### config.mk
export PLATFORM = sky130hd
export DESIGN_NAME = nmsh_host
export DESIGN_NICKNAME = d
export VERILOG_FILES = /design/src/nmsh_pkg.sv /design/src/nmsh_host.sv /design/src/nmsh_sync.sv
export VERILOG_INCLUDE_DIRS = /design/src
export SDC_FILE = /design/constraint.sdc
export NUM_CORES = 1
export LEC_CHECK = 0
export ABC_AREA = 1
export BUFFER_PORTS_ARGS = -buffer_cell sky130_fd_sc_hd__buf_2
export CAP_MARGIN = 20
export CORE_AREA = 2 2 133 135
export CTS_BUF_LIST = sky130_fd_sc_hd__clkbuf_4 sky130_fd_sc_hd__clkbuf_8 sky130_fd_sc_hd__clkbuf_16
export CTS_CLUSTER_DIAMETER = 120
export DETAILED_ROUTE_END_ITERATION = 6
export DIE_AREA = 0 0 135 137
export PLACE_DENSITY = 0.59
export SLEW_MARGIN = 20
export SYNTH_ARGS = -nofsm -noshare
export SYNTH_HDL_FRONTEND = slang
export SYNTH_SLANG_ARGS = --single-unit
### constraint.sdc
create_clock -name ref_clk -period 1.75 [get_ports ref_clk]
set_clock_uncertainty 0.1 [all_clocks]
set_input_delay 0.175 -clock ref_clk [delete_from_list [all_inputs] [get_ports ref_clk]]
set_output_delay 0.175 -clock ref_clk [all_outputs]
set_load 0.01 [all_outputs]
### src/nmsh_cfg.svh
// constants of the nand multi-plane host controller
`ifndef NMSH_CFG_SVH
`define NMSH_CFG_SVH

// =====================================
// register offsets (byte addresses)
`define NMSH_OFS_CTRL     8'h00
`define NMSH_OFS_STATUS   8'h04
`define NMSH_OFS_CONFIG   8'h08

// =====================================
// ctrl fields
`define NMSH_CTRL_OP_LSB    0
`define NMSH_CTRL_BYTE_LSB  8

// status fields
`define NMSH_ST_BUSY        0
`define NMSH_ST_READY       1
`define NMSH_ST_STMODE      2
`define NMSH_ST_RDBYTE_LSB  8
`define NMSH_ST_STAT_LSB    16

// config fields and reset value
`define NMSH_CFG_SELECT     0
`define NMSH_CFG_WPOFF      1
`define NMSH_CFG_MULTI      2
`define NMSH_CONFIG_RST     3'h0

// =====================================
// device commands
`define NMSH_CMD_STATUS     8'h70
`define NMSH_CMD_MSTATUS    8'h71
`define NMSH_CMD_RESET      8'hff
`define NMSH_STAT_RDY_BIT   6
`define NMSH_STAT_RST       8'hc0

// =====================================
// timing
`define NMSH_CLK_MHZ        200
`define NMSH_STROBE_NS      30
`define NMSH_STROBE_CYC     ((`NMSH_STROBE_NS*`NMSH_CLK_MHZ+999)/1000)
`define NMSH_TWB_NS         100
`define NMSH_TWB_CYC        ((`NMSH_TWB_NS*`NMSH_CLK_MHZ+999)/1000)

// axi responses
`define NMSH_RESP_OKAY      2'h0
`define NMSH_RESP_SLVERR    2'h2

`endif

### src/nmsh_pkg.sv
// types of the nand multi-plane host controller
`default_nettype none
package nmsh_pkg;

   // =====================================
   // operations that software may start
   typedef enum logic [2:0] {
      OP_CMD, OP_ADDR, OP_WRITE, OP_READ, OP_WAIT, OP_STATUS, OP_RESET
   } nmsh_op_e;

   // engine states
   typedef enum logic [2:0] {
      ST_IDLE, ST_SETUP, ST_LOW, ST_HIGH, ST_POLL, ST_WB, ST_RB
   } nmsh_state_e;

   // control pins of the card, all driven by the host
   typedef struct packed {
      logic ceN;
      logic cle;
      logic ale;
      logic weN;
      logic readStrobeN;
      logic wpN;
   } nmsh_pins_s;

endpackage

`default_nettype wire

### src/nmsh_host.sv
// host controller for the nand card: axi4-lite slave and pin engine
`timescale 1ns/1ps
`default_nettype none
`include "nmsh_cfg.svh"

module nmsh_host (
   input  wire logic                ref_clk,
   input  wire logic                rst,
   input  wire logic [7:0]          s_axi_awaddr,
   input  wire logic                s_axi_awvalid,
   output logic                     s_axi_awready,
   input  wire logic [31:0]         s_axi_wdata,
   input  wire logic [3:0]          s_axi_wstrb,
   input  wire logic                s_axi_wvalid,
   output logic                     s_axi_wready,
   output logic [1:0]               s_axi_bresp,
   output logic                     s_axi_bvalid,
   input  wire logic                s_axi_bready,
   input  wire logic [7:0]          s_axi_araddr,
   input  wire logic                s_axi_arvalid,
   output logic                     s_axi_arready,
   output logic [31:0]              s_axi_rdata,
   output logic [1:0]               s_axi_rresp,
   output logic                     s_axi_rvalid,
   input  wire logic                s_axi_rready,
   output nmsh_pkg::nmsh_pins_s     pins,
   input  wire logic [7:0]          ioIn,
   output logic [7:0]               ioOut,
   output logic                     ioOe,
   input  wire logic                readyBusyIn
);
   import nmsh_pkg::*;

   localparam logic [7:0] STROBE = 8'(`NMSH_STROBE_CYC);
   localparam logic [7:0] TWB    = 8'(`NMSH_TWB_CYC);

   // =====================================
   // pin input synchronisers
   logic [8:0] syncOut;
   logic [7:0] ioSync;
   logic       rbSync;

   nmsh_sync #(.W(9)) u_sync (
      .ref_clk (ref_clk),
      .rst     (rst),
      .din     ({readyBusyIn, ioIn}),
      .dout    (syncOut)
   );
   assign ioSync = syncOut[7:0];
   assign rbSync = syncOut[8];

   // =====================================
   // axi4-lite slave state
   logic        awHave_r, awHave_nxt, wHave_r, wHave_nxt;
   logic [7:0]  awAddr_r, awAddr_nxt;
   logic [31:0] wData_r, wData_nxt;
   logic [3:0]  wStrb_r, wStrb_nxt;
   logic        bValid_r, bValid_nxt, rValid_r, rValid_nxt;
   logic [1:0]  bResp_r, bResp_nxt, rResp_r, rResp_nxt;
   logic [31:0] rData_r, rData_nxt;
   logic [2:0]  config_r, config_nxt;
   logic        start;
   logic [2:0]  startOp;
   logic [7:0]  startByte;

   // engine state
   nmsh_state_e st_r, st_nxt;
   nmsh_op_e    op_r, op_nxt;
   logic [7:0]  cnt_r, cnt_nxt, byte_r, byte_nxt;
   logic [7:0]  rdByte_r, rdByte_nxt, stat_r, stat_nxt;
   logic        stMode_r, stMode_nxt;
   nmsh_pins_s  pins_r, pins_nxt;
   logic [7:0]  ioOut_r, ioOut_nxt;
   logic        ioOe_r, ioOe_nxt;
   logic        engBusy;

   assign engBusy = (st_r != ST_IDLE);

   // =====================================
   // axi next values: aw and w in either order, response after both
   always_comb begin
      awHave_nxt = awHave_r;
      awAddr_nxt = awAddr_r;
      wHave_nxt  = wHave_r;
      wData_nxt  = wData_r;
      wStrb_nxt  = wStrb_r;
      bValid_nxt = bValid_r;
      bResp_nxt  = bResp_r;
      rValid_nxt = rValid_r;
      rResp_nxt  = rResp_r;
      rData_nxt  = rData_r;
      config_nxt = config_r;
      start      = 1'b0;
      startOp    = wData_r[`NMSH_CTRL_OP_LSB +: 3];
      startByte  = wData_r[`NMSH_CTRL_BYTE_LSB +: 8];
      if (s_axi_awvalid && !awHave_r) begin
         awHave_nxt = 1'b1;
         awAddr_nxt = s_axi_awaddr;
      end
      if (s_axi_wvalid && !wHave_r) begin
         wHave_nxt = 1'b1;
         wData_nxt = s_axi_wdata;
         wStrb_nxt = s_axi_wstrb;
      end
      if (awHave_r && wHave_r && !bValid_r) begin
         awHave_nxt = 1'b0;
         wHave_nxt  = 1'b0;
         bValid_nxt = 1'b1;
         bResp_nxt  = `NMSH_RESP_OKAY;
         unique case (awAddr_r)
            `NMSH_OFS_CTRL: begin
               // no new order while busy: reset is not repeated
               if (engBusy || startOp > 3'd6 || !(&wStrb_r[1:0]))
                  bResp_nxt = `NMSH_RESP_SLVERR;
               else
                  start = 1'b1;
            end
            `NMSH_OFS_CONFIG: begin
               if (wStrb_r[0])
                  config_nxt = wData_r[2:0];
            end
            default: bResp_nxt = `NMSH_RESP_SLVERR;
         endcase
      end
      if (bValid_r && s_axi_bready)
         bValid_nxt = 1'b0;
      if (s_axi_arvalid && !rValid_r) begin
         rValid_nxt = 1'b1;
         rResp_nxt  = `NMSH_RESP_OKAY;
         rData_nxt  = 32'h0;
         unique case (s_axi_araddr)
            `NMSH_OFS_CTRL:   rData_nxt = {24'h0, 5'h0, op_r};
            `NMSH_OFS_STATUS: begin
               rData_nxt[`NMSH_ST_BUSY]            = engBusy;
               rData_nxt[`NMSH_ST_READY]           = rbSync;
               rData_nxt[`NMSH_ST_STMODE]          = stMode_r;
               rData_nxt[`NMSH_ST_RDBYTE_LSB +: 8] = rdByte_r;
               rData_nxt[`NMSH_ST_STAT_LSB +: 8]   = stat_r;
            end
            `NMSH_OFS_CONFIG: rData_nxt = {29'h0, config_r};
            default:          rResp_nxt = `NMSH_RESP_SLVERR;
         endcase
      end else if (rValid_r && s_axi_rready) begin
         rValid_nxt = 1'b0;
      end
   end

   // axi registers
   always_ff @(posedge ref_clk) begin
      if (rst) begin
         awHave_r <= 1'b0;
         awAddr_r <= 8'h00;
         wHave_r  <= 1'b0;
         wData_r  <= 32'h0;
         wStrb_r  <= 4'h0;
         bValid_r <= 1'b0;
         bResp_r  <= `NMSH_RESP_OKAY;
         rValid_r <= 1'b0;
         rResp_r  <= `NMSH_RESP_OKAY;
         rData_r  <= 32'h0;
         config_r <= `NMSH_CONFIG_RST;
      end else begin
         awHave_r <= awHave_nxt;
         awAddr_r <= awAddr_nxt;
         wHave_r  <= wHave_nxt;
         wData_r  <= wData_nxt;
         wStrb_r  <= wStrb_nxt;
         bValid_r <= bValid_nxt;
         bResp_r  <= bResp_nxt;
         rValid_r <= rValid_nxt;
         rResp_r  <= rResp_nxt;
         rData_r  <= rData_nxt;
         config_r <= config_nxt;
      end
   end

   // =====================================
   // pin engine next values
   always_comb begin
      st_nxt     = st_r;
      op_nxt     = op_r;
      cnt_nxt    = cnt_r;
      byte_nxt   = byte_r;
      rdByte_nxt = rdByte_r;
      stat_nxt   = stat_r;
      stMode_nxt = stMode_r;
      pins_nxt   = pins_r;
      ioOut_nxt  = ioOut_r;
      ioOe_nxt   = ioOe_r;
      pins_nxt.ceN = ~config_r[`NMSH_CFG_SELECT];
      pins_nxt.wpN = config_r[`NMSH_CFG_WPOFF];
      unique case (st_r)
         ST_IDLE: begin
            if (start) begin
               op_nxt    = nmsh_op_e'(startOp);
               byte_nxt  = startByte;
               cnt_nxt   = STROBE;
               st_nxt    = ST_SETUP;
               unique case (nmsh_op_e'(startOp))
                  OP_STATUS: byte_nxt = config_r[`NMSH_CFG_MULTI] ?
                        `NMSH_CMD_MSTATUS : `NMSH_CMD_STATUS;
                  OP_RESET:  byte_nxt = `NMSH_CMD_RESET;
                  OP_WAIT: begin
                     cnt_nxt = TWB;
                     st_nxt  = ST_WB; // dummy-program busy wait
                  end
                  default: ;
               endcase
            end
         end
         ST_SETUP: begin
            // command for cmd, status, reset; address with software page
            // bits kept equal across planes
            pins_nxt.cle = (op_r == OP_CMD) || (op_r == OP_STATUS) ||
                           (op_r == OP_RESET);
            pins_nxt.ale = (op_r == OP_ADDR);
            ioOut_nxt    = byte_r;
            ioOe_nxt     = (op_r != OP_READ); // never drive on reads
            if (pins_nxt.cle)
               stMode_nxt = (op_r == OP_STATUS);
            cnt_nxt = cnt_r - 8'h01;
            if (cnt_r == 8'h01) begin
               cnt_nxt = STROBE;
               st_nxt  = ST_LOW;
            end
         end
         ST_LOW: begin
            pins_nxt.weN         = (op_r == OP_READ);
            pins_nxt.readStrobeN = (op_r != OP_READ);
            cnt_nxt = cnt_r - 8'h01;
            if (cnt_r == 8'h01) begin
               if (op_r == OP_READ)
                  rdByte_nxt = ioSync; // id and data bytes
               cnt_nxt = STROBE;
               st_nxt  = ST_HIGH;
            end
         end
         ST_HIGH: begin
            pins_nxt.weN         = 1'b1;
            pins_nxt.readStrobeN = 1'b1;
            pins_nxt.cle         = 1'b0;
            pins_nxt.ale         = 1'b0;
            ioOe_nxt             = 1'b0;
            cnt_nxt = cnt_r - 8'h01;
            if (cnt_r == 8'h01) begin
               cnt_nxt = STROBE;
               unique case (op_r)
                  OP_STATUS: begin
                     // strobe falls now so the first poll is a full width
                     pins_nxt.readStrobeN = 1'b0;
                     st_nxt               = ST_POLL;
                  end
                  OP_RESET: begin
                     cnt_nxt = TWB;
                     st_nxt  = ST_WB; // reset busy follows
                  end
                  default:   st_nxt = ST_IDLE;
               endcase
            end
         end
         ST_POLL: begin
            // strobe held low, device refreshes the byte
            pins_nxt.readStrobeN = 1'b0;
            cnt_nxt = cnt_r - 8'h01;
            if (cnt_r == 8'h01) begin
               cnt_nxt = STROBE;
               if (ioSync[`NMSH_STAT_RDY_BIT] && rbSync) begin
                  // result bits kept only once ready
                  stat_nxt             = ioSync;
                  pins_nxt.readStrobeN = 1'b1;
                  st_nxt               = ST_IDLE;
               end
            end
         end
         ST_WB: begin
            cnt_nxt = cnt_r - 8'h01;
            if (cnt_r == 8'h01)
               st_nxt = ST_RB;
         end
         ST_RB: begin
            if (rbSync) begin
               if (op_r == OP_RESET)
                  stat_nxt = `NMSH_STAT_RST;
               st_nxt = ST_IDLE;
            end
         end
         default: st_nxt = ST_IDLE;
      endcase
   end

   // engine registers
   always_ff @(posedge ref_clk) begin
      if (rst) begin
         st_r     <= ST_IDLE;
         op_r     <= OP_CMD;
         cnt_r    <= 8'h00;
         byte_r   <= 8'h00;
         rdByte_r <= 8'h00;
         stat_r   <= 8'h00;
         stMode_r <= 1'b0;
         pins_r   <= '{ceN: 1'b1, cle: 1'b0, ale: 1'b0, weN: 1'b1,
                       readStrobeN: 1'b1, wpN: 1'b0};
         ioOut_r  <= 8'h00;
         ioOe_r   <= 1'b0;
      end else begin
         st_r     <= st_nxt;
         op_r     <= op_nxt;
         cnt_r    <= cnt_nxt;
         byte_r   <= byte_nxt;
         rdByte_r <= rdByte_nxt;
         stat_r   <= stat_nxt;
         stMode_r <= stMode_nxt;
         pins_r   <= pins_nxt;
         ioOut_r  <= ioOut_nxt;
         ioOe_r   <= ioOe_nxt;
      end
   end

   // =====================================
   // outputs straight from flops
   assign s_axi_awready = ~awHave_r;
   assign s_axi_wready  = ~wHave_r;
   assign s_axi_bvalid  = bValid_r;
   assign s_axi_bresp   = bResp_r;
   assign s_axi_arready = ~rValid_r;
   assign s_axi_rvalid  = rValid_r;
   assign s_axi_rresp   = rResp_r;
   assign s_axi_rdata   = rData_r;
   assign pins          = pins_r;
   assign ioOut         = ioOut_r;
   assign ioOe          = ioOe_r;

endmodule

`default_nettype wire

### src/nmsh_sync.sv
// two-flop synchroniser for pin inputs
`timescale 1ns/1ps
`default_nettype none

module nmsh_sync #(
   parameter int W = 1
) (
   input  wire logic         ref_clk,
   input  wire logic         rst,
   input  wire logic [W-1:0] din,
   output logic      [W-1:0] dout
);

   logic [W-1:0] meta_r;
   logic [W-1:0] meta_nxt;
   logic [W-1:0] dout_nxt;

   // =====================================
   // next values: shift by one stage
   always_comb begin
      meta_nxt = din;
      dout_nxt = meta_r;
   end

   // registers
   always_ff @(posedge ref_clk) begin
      if (rst) begin
         meta_r <= '0;
         dout   <= '0;
      end else begin
         meta_r <= meta_nxt;
         dout   <= dout_nxt;
      end
   end

endmodule

`default_nettype wire

==> metrics.md, run 1 <==
| Metric | Value |
|---|---|
| CTS Root Cell | clkbuf_16 |
| Final Util | 40.16% |
| Sequential fraction of the synthesis area | 48.11% |
| Drc violations | 0 |
| Pwr Density | 1316 mW/mm^2 |
| First-pass GRT wire length | 20760 um |
| Library cells used by synthesis | 38 |
| Register share of total power | 35.0% |
| Final worst-path cycle share | 94.87% |
| Layout area overhead | 36.03% |
| Max-cap violations | 0 |
| Yosys Warn Count | 0 |
| Routed via count | 4656 |
| Clk_lat worst skew | 420 ps |
| Period minus WS final | 1660 ps |
| Net switching power | 2.919 mW |
| Post-layout power | 9.015 mW |
| Post-place instance area | 0.005792 mm^2 |
| Netlist Area Pre-Place | 0.005035 mm^2 |
| Hold Vio Cnt, Final | 0 |
| Clock power frac | 38.2% |
| RD Place Congestion | 0.8999 |
| IO Port Bufs | 85 |
| Sw Share | 32.38% |
| Wire per inst | 12.14 um |
| Setup TNS | 0 ps |
| Status | finished clean |
| Synthesis-stage register bit count | 121 |
| Ports | 124 |
| CP startpoint kind | register |
| Initial Utilization | 29.52% |
| Non-Filler Cell Area, Final | 0.006849 mm^2 |
| DRT Pass-1 Iters | 5 |
| Final nets | 891 |
| Synthesized instance count | 681 |
| Crit path kind | register to register |
| # rows | 48 |
| Critical path arrival | 1870 ps |
| Chip Height | 137 um |
| Clk slew on worst S/H paths | 50 ps |
| Post-Route WL | 12860 um |
| Clock tree buffer depth | 2 |
| H-tree depth | 4 |
| Peak VDD IR | 0.7388 mV |
| Worst Path Max Fanout | 7 |
| Largest net degree at the start of global routing | 77 |
| Worst Hold Class | input pin to register |
| Die Area | 0.01850 mm^2 |
| CP Data Required Time | 1960 ps |
| Non-filler cells, final | 1059 |
| Syn avg cell area | 7.393 um^2 |
| R2R setup slack | 90 ps |
| Combinational share of power | 26.9% |
| TritonCTS Buffers | 17 |
| Vias in the first global route | 4290 |
| CP Capture Type | register |
| Share of cells above drive strength 1 | 23.02% |
| TritonCTS sink count | 121 |
| Final Max Tran Viols | 0 |
| Antenna violations before repair | 0 |
| Via/cell ratio | 4.397 |
| Cell Count Post-Placement | 990 |
| Fmax achieved | 0.6023 GHz |
| CTS tree | built |
| Total gr overflow | 0 |
| Worst slack at placement | -28.20 ps |
| DIE WIDTH | 135 um |
| Static leakage power | 3.053 nW |
| 1st-iter DRT viols | 226 |
| P_int | 6.096 mW |
| Hold_ws | 98.63 ps |
| Worst setup margin | 89.70 ps |
| Hpwl dp | 9246 um |
| Number of nets with antenna violations after routing | 0 |
| N_diodes | 0 |
| CORE AREA | 0.01706 mm^2 |
| Total GRT Usage | 14.47% |
| Final number of setup-violating endpoints | 0 |
-- synthesized netlist by cell type (all sizes together) --
master  instances  area share, %
a211oi          2           0.30
o21ai          77            7.7
a21oi          71            7.1
nor3b           1           0.15
or2             2           0.25
o21a            1           0.15
dfxtp         121             48
nand2         113            8.7
nor2          110            8.8
nor3           12            1.7
a22oi           3           0.45
clkbuf         15            1.1
nand3b          1           0.15
buf            26            3.6
inv            77            5.7
conb            1          0.074
xnor2           1           0.17
ha              2           0.50
nand4           8            1.1
xor2            3           0.52
o211ai          1           0.15
nand3          28            2.9
o22ai           4           0.50
clkinv          1          0.074
-- power by group through the flow --
stage	logic [mW]	clock network (mW)	registers (mW)
after floorplan	1.54	0	3.19
after global placement	2.17	0	3.18
after detailed placement	2.19	0	3.19
after CTS	2.27	3.53	3.14
after global routing	2.75	3.62	3.18
final	2.42	3.44	3.15
-- per-layer routing --
| layer | GRT usage (%) | share of wire (%) | vias to the layer above |
|---|---|---|---|
| li1 | - | - | 2466 |
| met1 | 18.83 | 48 | 2063 |
| met2 | 22.34 | 45 | 113 |
| met3 | 3.259 | 5.5 | 14 |
| met4 | 7.755 | 1.6 | 0 |
| met5 | 0 | 0 | - |
-- cell usage in the layout (no fill, tap or decap), types with 2 or more instances in the layout --
cell type and instances:
o21ai_1 20, buf_2 85, clkbuf_16 17, inv_1 65
xor2_1 3, inv_6 3, buf_12 4, a211oi_1 2
buf_4 23, nor2_4 3, nand4_1 7, o22ai_1 3
nand3_1 27, o21ai_0 56, a22oi_1 3, dlygate4sd3_1 35
nor3_1 9, dfxtp_1 117, inv_2 11, nand2_1 102
clkinv_4 4, clkinv_2 3, nand2_4 3, clkbuf_4 2
nor2_1 101, dfxtp_2 4, nor3_4 3, conb_1 15
nor2_2 6, a21oi_1 69, nand2_2 8, bufinv_16 2
-- path summary, 6_finish.rpt --
kind,to,startpoint,cells past startpoint
max,cnt_r[5]$_SDFFE_PP0P_,cnt_r[1]$_SDFFE_PP0P_,12
min,s_axi_rresp[1]$_SDFFE_PP0P_,s_axi_araddr[0],5
max reg2reg,cnt_r[5]$_SDFFE_PP0P_,cnt_r[1]$_SDFFE_PP0P_,12
min reg2reg,u_sync.dout[3]$_SDFF_PP0_,u_sync.dout_nxt[3]$_SDFF_PP0_,2
-- critical path: stages (launching register included) --
cell	delay, ps
dfxtp_2	320
inv_2	70
ha_4	130
inv_2	40
nor3_4	220
nand2_4	120
buf_4	160
nand2_1	70
nand2_2	90
o21ai_2	70
nand2_1	60
nand2_1	60
nor2_1	40
-- registers in the layout, indices dropped and copies added, names as in the netlist, 8 cells and up --
name and count:
awAddr_r 8, rdByte_r 8, ioOut 8, s_axi_rdata 19
stat_r 8, cnt_r 8, byte_r 8, u_sync.dout_nxt 9
u_sync.dout 9, wData_r 11
-- layout make-up --
| type | instances | area [um^2] |
|---|---|---|
| clock inverter | 13 | 143.9 |
| fill | 1808 | 10210 |
| tap | 225 | 281.5 |
| sequential | 121 | 2427 |
| timing repair buffer | 148 | 1040 |
| inverter | 78 | 295.3 |
| multi-input combinational | 455 | 2221 |
| clock buffer | 19 | 440.4 |
-- repair_timing --
action	4_1_cts	5_1_grt
endpoints found under the setup margin	11	35
endpoints found under the hold margin	37	0
hold buffers	35	0
buffers inserted	0	2
gates resized for setup	2	26
pin swaps	0	4
-- cell families (layout without fill, tap and decap cells) --
family,Yosys count,count (layout),synth area share (%)
compound gates,159,159,16.33
xor+xnor,4,4,0.6960
fa+ha+maj,2,2,0.4969
buf+inv,119,258,10.49
flops,121,121,48.11
other cells,1,15,0.07448
simple gates,275,275,23.81
(Power assumes the default switching activity.)
==> inputs of run 2 (changes only) <==
Settings changed: GPL_TIMING_DRIVEN from default to 0, SKIP_CTS_REPAIR_TIMING from default to 1.
==> run 2 against run 1 <==
The flow now finishes with violations (hold timing, setup timing). Maximum frequency shrank 5.7%. Sequential share of layout area is 0.55 points lower. Largest cell class unchanged. Global-route usage rose by 0.60 points. Critical endpoint is now rdByte_r[3]$_SDFFE_PP0P_. Clock power rose by 5%. Final cell count up 1.7%. Die area unchanged. Non-clock buffer count up 18. Worst hold slack worse by 130 ps. Highest routed layer unchanged.
==> metrics.md, run 2 (same netlist as run 1, synthesis figures left out) <==
| Metric | Value |
|---|---|
| Max reg flops | 19 (unchanged) |
| R2R setup slack | -10 ps (-100 ps) |
| Worst slew margin | 53.46% |
| Worst Hold Class | input pin to register |
| # rows | 48 (unchanged) |
| Critical-path top delay cell | dfxtp_2 |
| Pwr Density | 1316 mW/mm^2 (about the same) |
| Worst setup margin | -9.808 ps (-99.51 ps) |
| Final number of setup-violating endpoints | 3 (+3) |
| CTS Root Cell | clkbuf_16 |
| Wire per inst | 12.84 um (+5.8%) |
| Most frequent cells in the layout | 118 x dfxtp_1, 102 x nand2_1, 100 x nor2_1 |
| Clk slew on worst S/H paths | 60 ps (about the same) |
| Final Max Tran Viols | 0 (unchanged) |
| 1st-iter DRT viols | 218 (-3.5%) |
| Commonest non-fill, non-tap cell in the layout | dfxtp_1 |
| Total GRT Usage | 15.07% (+0.60 points) |
| H-tree depth | 4 (unchanged) |
| Cell Count Post-Placement | 1004 (+1.4%) |
| Hold Vio Cnt, Final | 3 (+3) |
| Layout area overhead | 38.10% |
| Static leakage power | 3.092 nW (+1.3%) |
| Non-Filler Cell Area, Final | 0.006953 mm^2 (+1.5%) |
| Worst Tran Pin Value | 698.2 ps |
| N_diodes | 0 (unchanged) |
| Largest net degree at the start of global routing | 17 (-78%) |
| Critical path arrival | 1970 ps (+100 ps) |
| Worst Setup SP | cnt_r[1]$_SDFFE_PP0P_ |
| CP Cell Sequence | inv_2 -> ha_4 -> inv_2 -> nor3_4 -> nand2_4 -> nor3_4 -> buf_6 -> buf_12 -> a21oi_1 |
| Cell count of the worst reg-to-reg path | 9 (-3) |
| Worst Path Max Fanout | 8 (+1) |
| CP max stage delay | 330 ps (about the same) |
| Routed via count | 4755 (+2.1%) |
| Fmax achieved | 0.5682 GHz (-5.7%) |
| Hold path start | s_axi_wdata[2] |
| Clock tree buffer depth | 2 (unchanged) |
| RD Place Congestion | 0.8566 (-4.8%) |
| CP Data Required Time | 1960 ps (about the same) |
| Non-filler cells, final | 1077 (+1.7%) |
| DRT Pass-1 Iters | 5 (unchanged) |
| Chip Height | 137 um (unchanged) |
| Die Area | 0.01850 mm^2 (unchanged) |
| DIE WIDTH | 135 um (unchanged) |
| WP buf/inv | 4 (+1) |
| TritonCTS Buffers | 17 (unchanged) |
| Crit path kind | register to register |
| First-pass GRT wire length | 21160 um (+1.9%) |
| Multi-input logic area | 0.002265 mm^2 (+2.0%) |
| Clk_lat worst skew | 430 ps (about the same) |
| Sw Share | 33.30% (+0.91 points) |
| Initial Utilization | 29.52% (unchanged) |
| Worst R2R Start | cnt_r[1]$_SDFFE_PP0P_ |
| Post-Route WL | 13830 um (+7.6%) |
| Post-layout power | 9.152 mW (+1.5%) |
| CORE AREA | 0.01706 mm^2 (unchanged) |
| Drc violations | 0 (unchanged) |
| Period minus WS final | 1760 ps (+99.51 ps) |
| Hpwl dp | 10140 um (+9.7%) |
| Final nets | 909 (+2.0%) |
| Hold path cells | 3 (-2) |
| Clock power frac | 39.4% (+1.2 points) |
| Net switching power | 3.047 mW (+4.4%) |
| Max-cap violations | 0 (unchanged) |
| Number of nets with antenna violations after routing | 0 (unchanged) |
| Final worst-path cycle share | 100.6% (+5.7 points) |
| CP top delay family | simple AND/OR/NAND/NOR gates |
| Critical path depth | 9 (-3) |
| Hold_ws | -33.84 ps (-132.5 ps) |
| P_int | 6.105 mW (+0.14%) |
| IO Port Bufs | 84 (-1.2%) |
| Combinational share of power | 25.9% (-1.0 points) |
| Register share of total power | 34.7% (-0.3 points) |
| Vias in the first global route | 4166 (-2.9%) |
| Post-place instance area | 0.005789 mm^2 (about the same) |
| Antenna violations before repair | 0 (unchanged) |
| CTS tree | built |
| TritonCTS sink count | 121 (unchanged) |
| Status | finished with violations |
| Ports | 124 (unchanged) |
| Via/cell ratio | 4.415 (+0.42%) |
| Peak VDD IR | 0.7180 mV (-2.8%) |
| Total gr overflow | 0 (unchanged) |
| CP startpoint kind | register |
| Failing checks | hold timing, setup timing |
| CP Capture Type | register |
| RSZ-0062 raised after global routing | true |
| Share of cells above drive strength 1 | 24.06% (+1.0 points) |
| Register area | 0.002426 mm^2 (about the same) |
| Fillers | 1798 (-0.55%) |
-- run 2: layout make-up --
cell class	instances	area share, %
flip-flops and latches	121	34.89
repair buffers	125	11.93
clock buffers	19	6.514
inverters	78	4.211
well taps	225	4.049
multi-input cells	455	32.57
plain buffers	41	3.545
clock inverters	13	2.285
-- run 2: worst min-delay path: stages --
cell     delay [ps]
buf_2            70
o21ai_0          80
a21oi_1         120
-- run 2: layer usage --
metal  part of all wire, %  global-route usage [%]
met1                    48                   19.47
met2                    46                   23.80
met5                     0                       0
met3                   4.8                   4.074
met4                   1.3                   6.250
-- run 2: worst paths after layout --
check,end
setup reg to reg,rdByte_r[3]$_SDFFE_PP0P_
hold / removal,wData_r[2]$_SDFFE_PP0P_
hold reg to reg,u_sync.dout[8]$_SDFF_PP0_
setup / recovery,rdByte_r[3]$_SDFFE_PP0P_
-- run 2: power groups by stage --
stage | Clock [mW] | Combinational, mW | Sequential, mW
final | 3.60 | 2.37 | 3.18
after global routing | 3.80 | 2.63 | 3.20
after CTS | 3.67 | 2.05 | 3.15
after detailed placement | 0 | 2.03 | 3.21
after global placement | 0 | 2.01 | 3.21
after floorplan | 0 | 1.54 | 3.19
-- run 2: through the flow --
stage	worst slack, ps	util, %	setup TNS, ps
floorplan	203.2	-	0
global placement	-238.6	33.94	-2336
detailed placement	-242.0	33.94	-2643
CTS	-41.68	37.53	-94.03
global route	-89.26	40.76	-1016
finish	-9.808	40.76	-19.21
==> inputs of run 3 (changes only) <==
Settings changed: CTS_BUF_LIST sky130_fd_sc_hd__clkbuf_4 sky130_fd_sc_hd__clkbuf_8 sky130_fd_sc_hd__clkbuf_16 to sky130_fd_sc_hd__clkbuf_4 sky130_fd_sc_hd__clkbuf_8.
==> run 3 against run 2 <==
The flow now finishes without violations. Core utilization down 1.1 points. Routed wire length down 1.5%. Clock power down 26%. Non-clock buffer count up 5. Combinational power down 2%. Total power down 11%. Sequential cell count unchanged.
==> metrics.md, run 3 (same netlist as run 1, synthesis figures left out) <==
| Metric | Value |
|---|---|
| Status | finished clean |
| H-tree depth | 4 (unchanged) |
| Hold path cells | 5 (+2) |
| Worst Path Max Fanout | 5 (-3) |
| # rows | 48 (unchanged) |
| Post-Route WL | 13620 um (-1.5%) |
| N_diodes | 0 (unchanged) |
| Most frequent cells in the layout | 116 x dfxtp_1, 103 x nand2_1, 100 x nor2_1 |
| Critical path depth | 12 (+3) |
| R2R setup slack | 2 ps (about the same) |
| Hpwl dp | 10140 um (unchanged) |
| Routed length on met1 | 6592 um (+0.20%) |
| Total gr overflow | 0 (unchanged) |
| TritonCTS Buffers | 17 (unchanged) |
| Routed via count | 4743 (-0.25%) |
| WP buf/inv | 4 (unchanged) |
| CP Capture Type | register |
| Share of cells above drive strength 1 | 23.45% (-0.61 points) |
| Drc violations | 0 (unchanged) |
| Reg2reg end | cnt_r[4]$_SDFFE_PP0P_ |
| CTS Root Cell | clkbuf_8 |
| Non-Filler Cell Area, Final | 0.006765 mm^2 (-2.7%) |
| CP Cell Sequence | inv_2 -> ha_4 -> inv_2 -> nor3_4 -> nand2_4 -> buf_6 -> buf_6 -> nand2_2 -> nand3_2 -> nand4_1 -> nand2_1 -> a21oi_1 |
| TritonCTS sink count | 121 (unchanged) |
| Post-place instance area | 0.005789 mm^2 (unchanged) |
| Number of nets with antenna violations after routing | 0 (unchanged) |
| Post-layout power | 8.157 mW (-11%) |
| Ports | 124 (unchanged) |
| Fmax achieved | 0.5721 GHz (+0.67%) |
| Critical path arrival | 2030 ps (+60 ps) |
| Worst Setup SP | cnt_r[1]$_SDFFE_PP0P_ |
| Crit path kind | register to register |
| Wire length on met3 | 631 um (-5.8%) |
| CTS tree | built |
| Max-cap violations | 0 (unchanged) |
| Hold_ws | 61.30 ps (+95.14 ps) |
| Clk slew on worst S/H paths | 80 ps (+20 ps) |
| Cell Count Post-Placement | 1004 (unchanged) |
| Largest net degree at the start of global routing | 17 (unchanged) |
| Worst Tran Pin Value | 720.4 ps (+22.27 ps) |
| Cell count of the worst reg-to-reg path | 12 (+3) |
| Chip Height | 137 um (unchanged) |
| Antenna violations before repair | 0 (unchanged) |
| Final number of setup-violating endpoints | 0 (-3) |
| RSZ-0062 raised after global routing | true |
| 1st-iter DRT viols | 260 (+19%) |
| Metal2 WL | 6123 um (-4.2%) |
| Final Max Tran Viols | 0 (unchanged) |
| First-pass GRT wire length | 21130 um (-0.13%) |
| CP startpoint kind | register |
| Worst slack at placement | -242.0 ps (unchanged) |
| Max reg flops | 19 (unchanged) |
| Die Area | 0.01850 mm^2 (unchanged) |
| Total GRT Usage | 15.04% (-0.030 points) |
| Pwr Density | 1206 mW/mm^2 (-8.4%) |
| Clk_lat worst skew | 460 ps (+30 ps) |
| DIE WIDTH | 135 um (unchanged) |
| Worst setup margin | 1.967 ps (+11.78 ps) |
| Setup TNS | 0 ps (+19.21 ps) |
| Worst slew margin | 51.97% (-1.5 points) |
| Crit path to | cnt_r[4]$_SDFFE_PP0P_ |
| DRT Pass-1 Iters | 5 (unchanged) |
| Worst Hold Class | input pin to register |
| Final nets | 914 (+0.55%) |
| Initial Utilization | 29.52% (unchanged) |
| CP max stage delay | 330 ps (about the same) |
| Non-filler cells, final | 1082 (+0.46%) |
| Worst R2R Start | cnt_r[1]$_SDFFE_PP0P_ |
| Via/cell ratio | 4.384 (-0.71%) |
| DR top layer | met4 |
| Final Util | 39.66% (-1.1 points) |
| IO Port Bufs | 84 (unchanged) |
| Commonest non-fill, non-tap cell in the layout | dfxtp_1 |
| Critical-path top delay cell | dfxtp_2 |
| Clock tree buffer depth | 2 (unchanged) |
| Hold Vio Cnt, Final | 0 (-3) |
| CORE AREA | 0.01706 mm^2 (unchanged) |
| RD Place Congestion | 0.8566 (unchanged) |
| Static leakage power | 3.021 nW (-2.3%) |
| CP Data Required Time | 2030 ps (+70 ps) |
| Layout area overhead | 34.37% |
| Peak VDD IR | 0.5979 mV (-17%) |
| Final worst-path cycle share | 99.89% (-0.67 points) |
| Vias in the first global route | 4189 (+0.55%) |
| Wire per inst | 12.59 um (-1.9%) |
| Period minus WS final | 1748 ps (-11.78 ps) |
| CP top delay family | simple AND/OR/NAND/NOR gates |
[run 3: final cells by class]
class,count,area (um^2)
Fill cell,1843,10290
Sequential cell,121,2429
Multi-Input combinational cell,455,2222
Timing Repair Buffer,130,873.3
Inverter,78,292.8
Tap cell,225,281.5
Clock buffer,19,261.5
Buffer,41,246.5
Clock inverter,13,158.9
[run 3: worst register-to-register path, stage by stage (launching register included)]
cell	delay, ps
dfxtp_2	330
inv_2	80
ha_4	130
inv_2	40
nor3_4	220
nand2_4	110
buf_6	150
buf_6	110
nand2_2	50
nand3_2	50
nand4_1	110
nand2_1	70
a21oi_1	130
[run 3: how the worst min path moves through the flow]
stage | from | to
floorplan | s_axi_bready | s_axi_bvalid$_SDFFE_PP0P_
global placement | s_axi_bready | s_axi_bvalid$_SDFFE_PP0P_
detailed placement | s_axi_bready | s_axi_bvalid$_SDFFE_PP0P_
CTS | s_axi_bready | s_axi_bvalid$_SDFFE_PP0P_
finish | s_axi_araddr[0] | s_axi_rresp[1]$_SDFFE_PP0P_
global route | s_axi_araddr[0] | s_axi_rresp[1]$_SDFFE_PP0P_
[run 3: report_power, final]
group	switching, mW	internal [mW]	leakage, nW
sequential	0.192	2.98	0.991
clock	1.27	1.38	0.208
combinational	1.43	0.897	1.82
[run 3: routing by layer]
layer / track usage, % / up-vias
li1: - / 2504
met3: 4.222 / 22
met1: 19.31 / 2096
met2: 23.66 / 121
met5: 0 / -
met4: 6.481 / 0
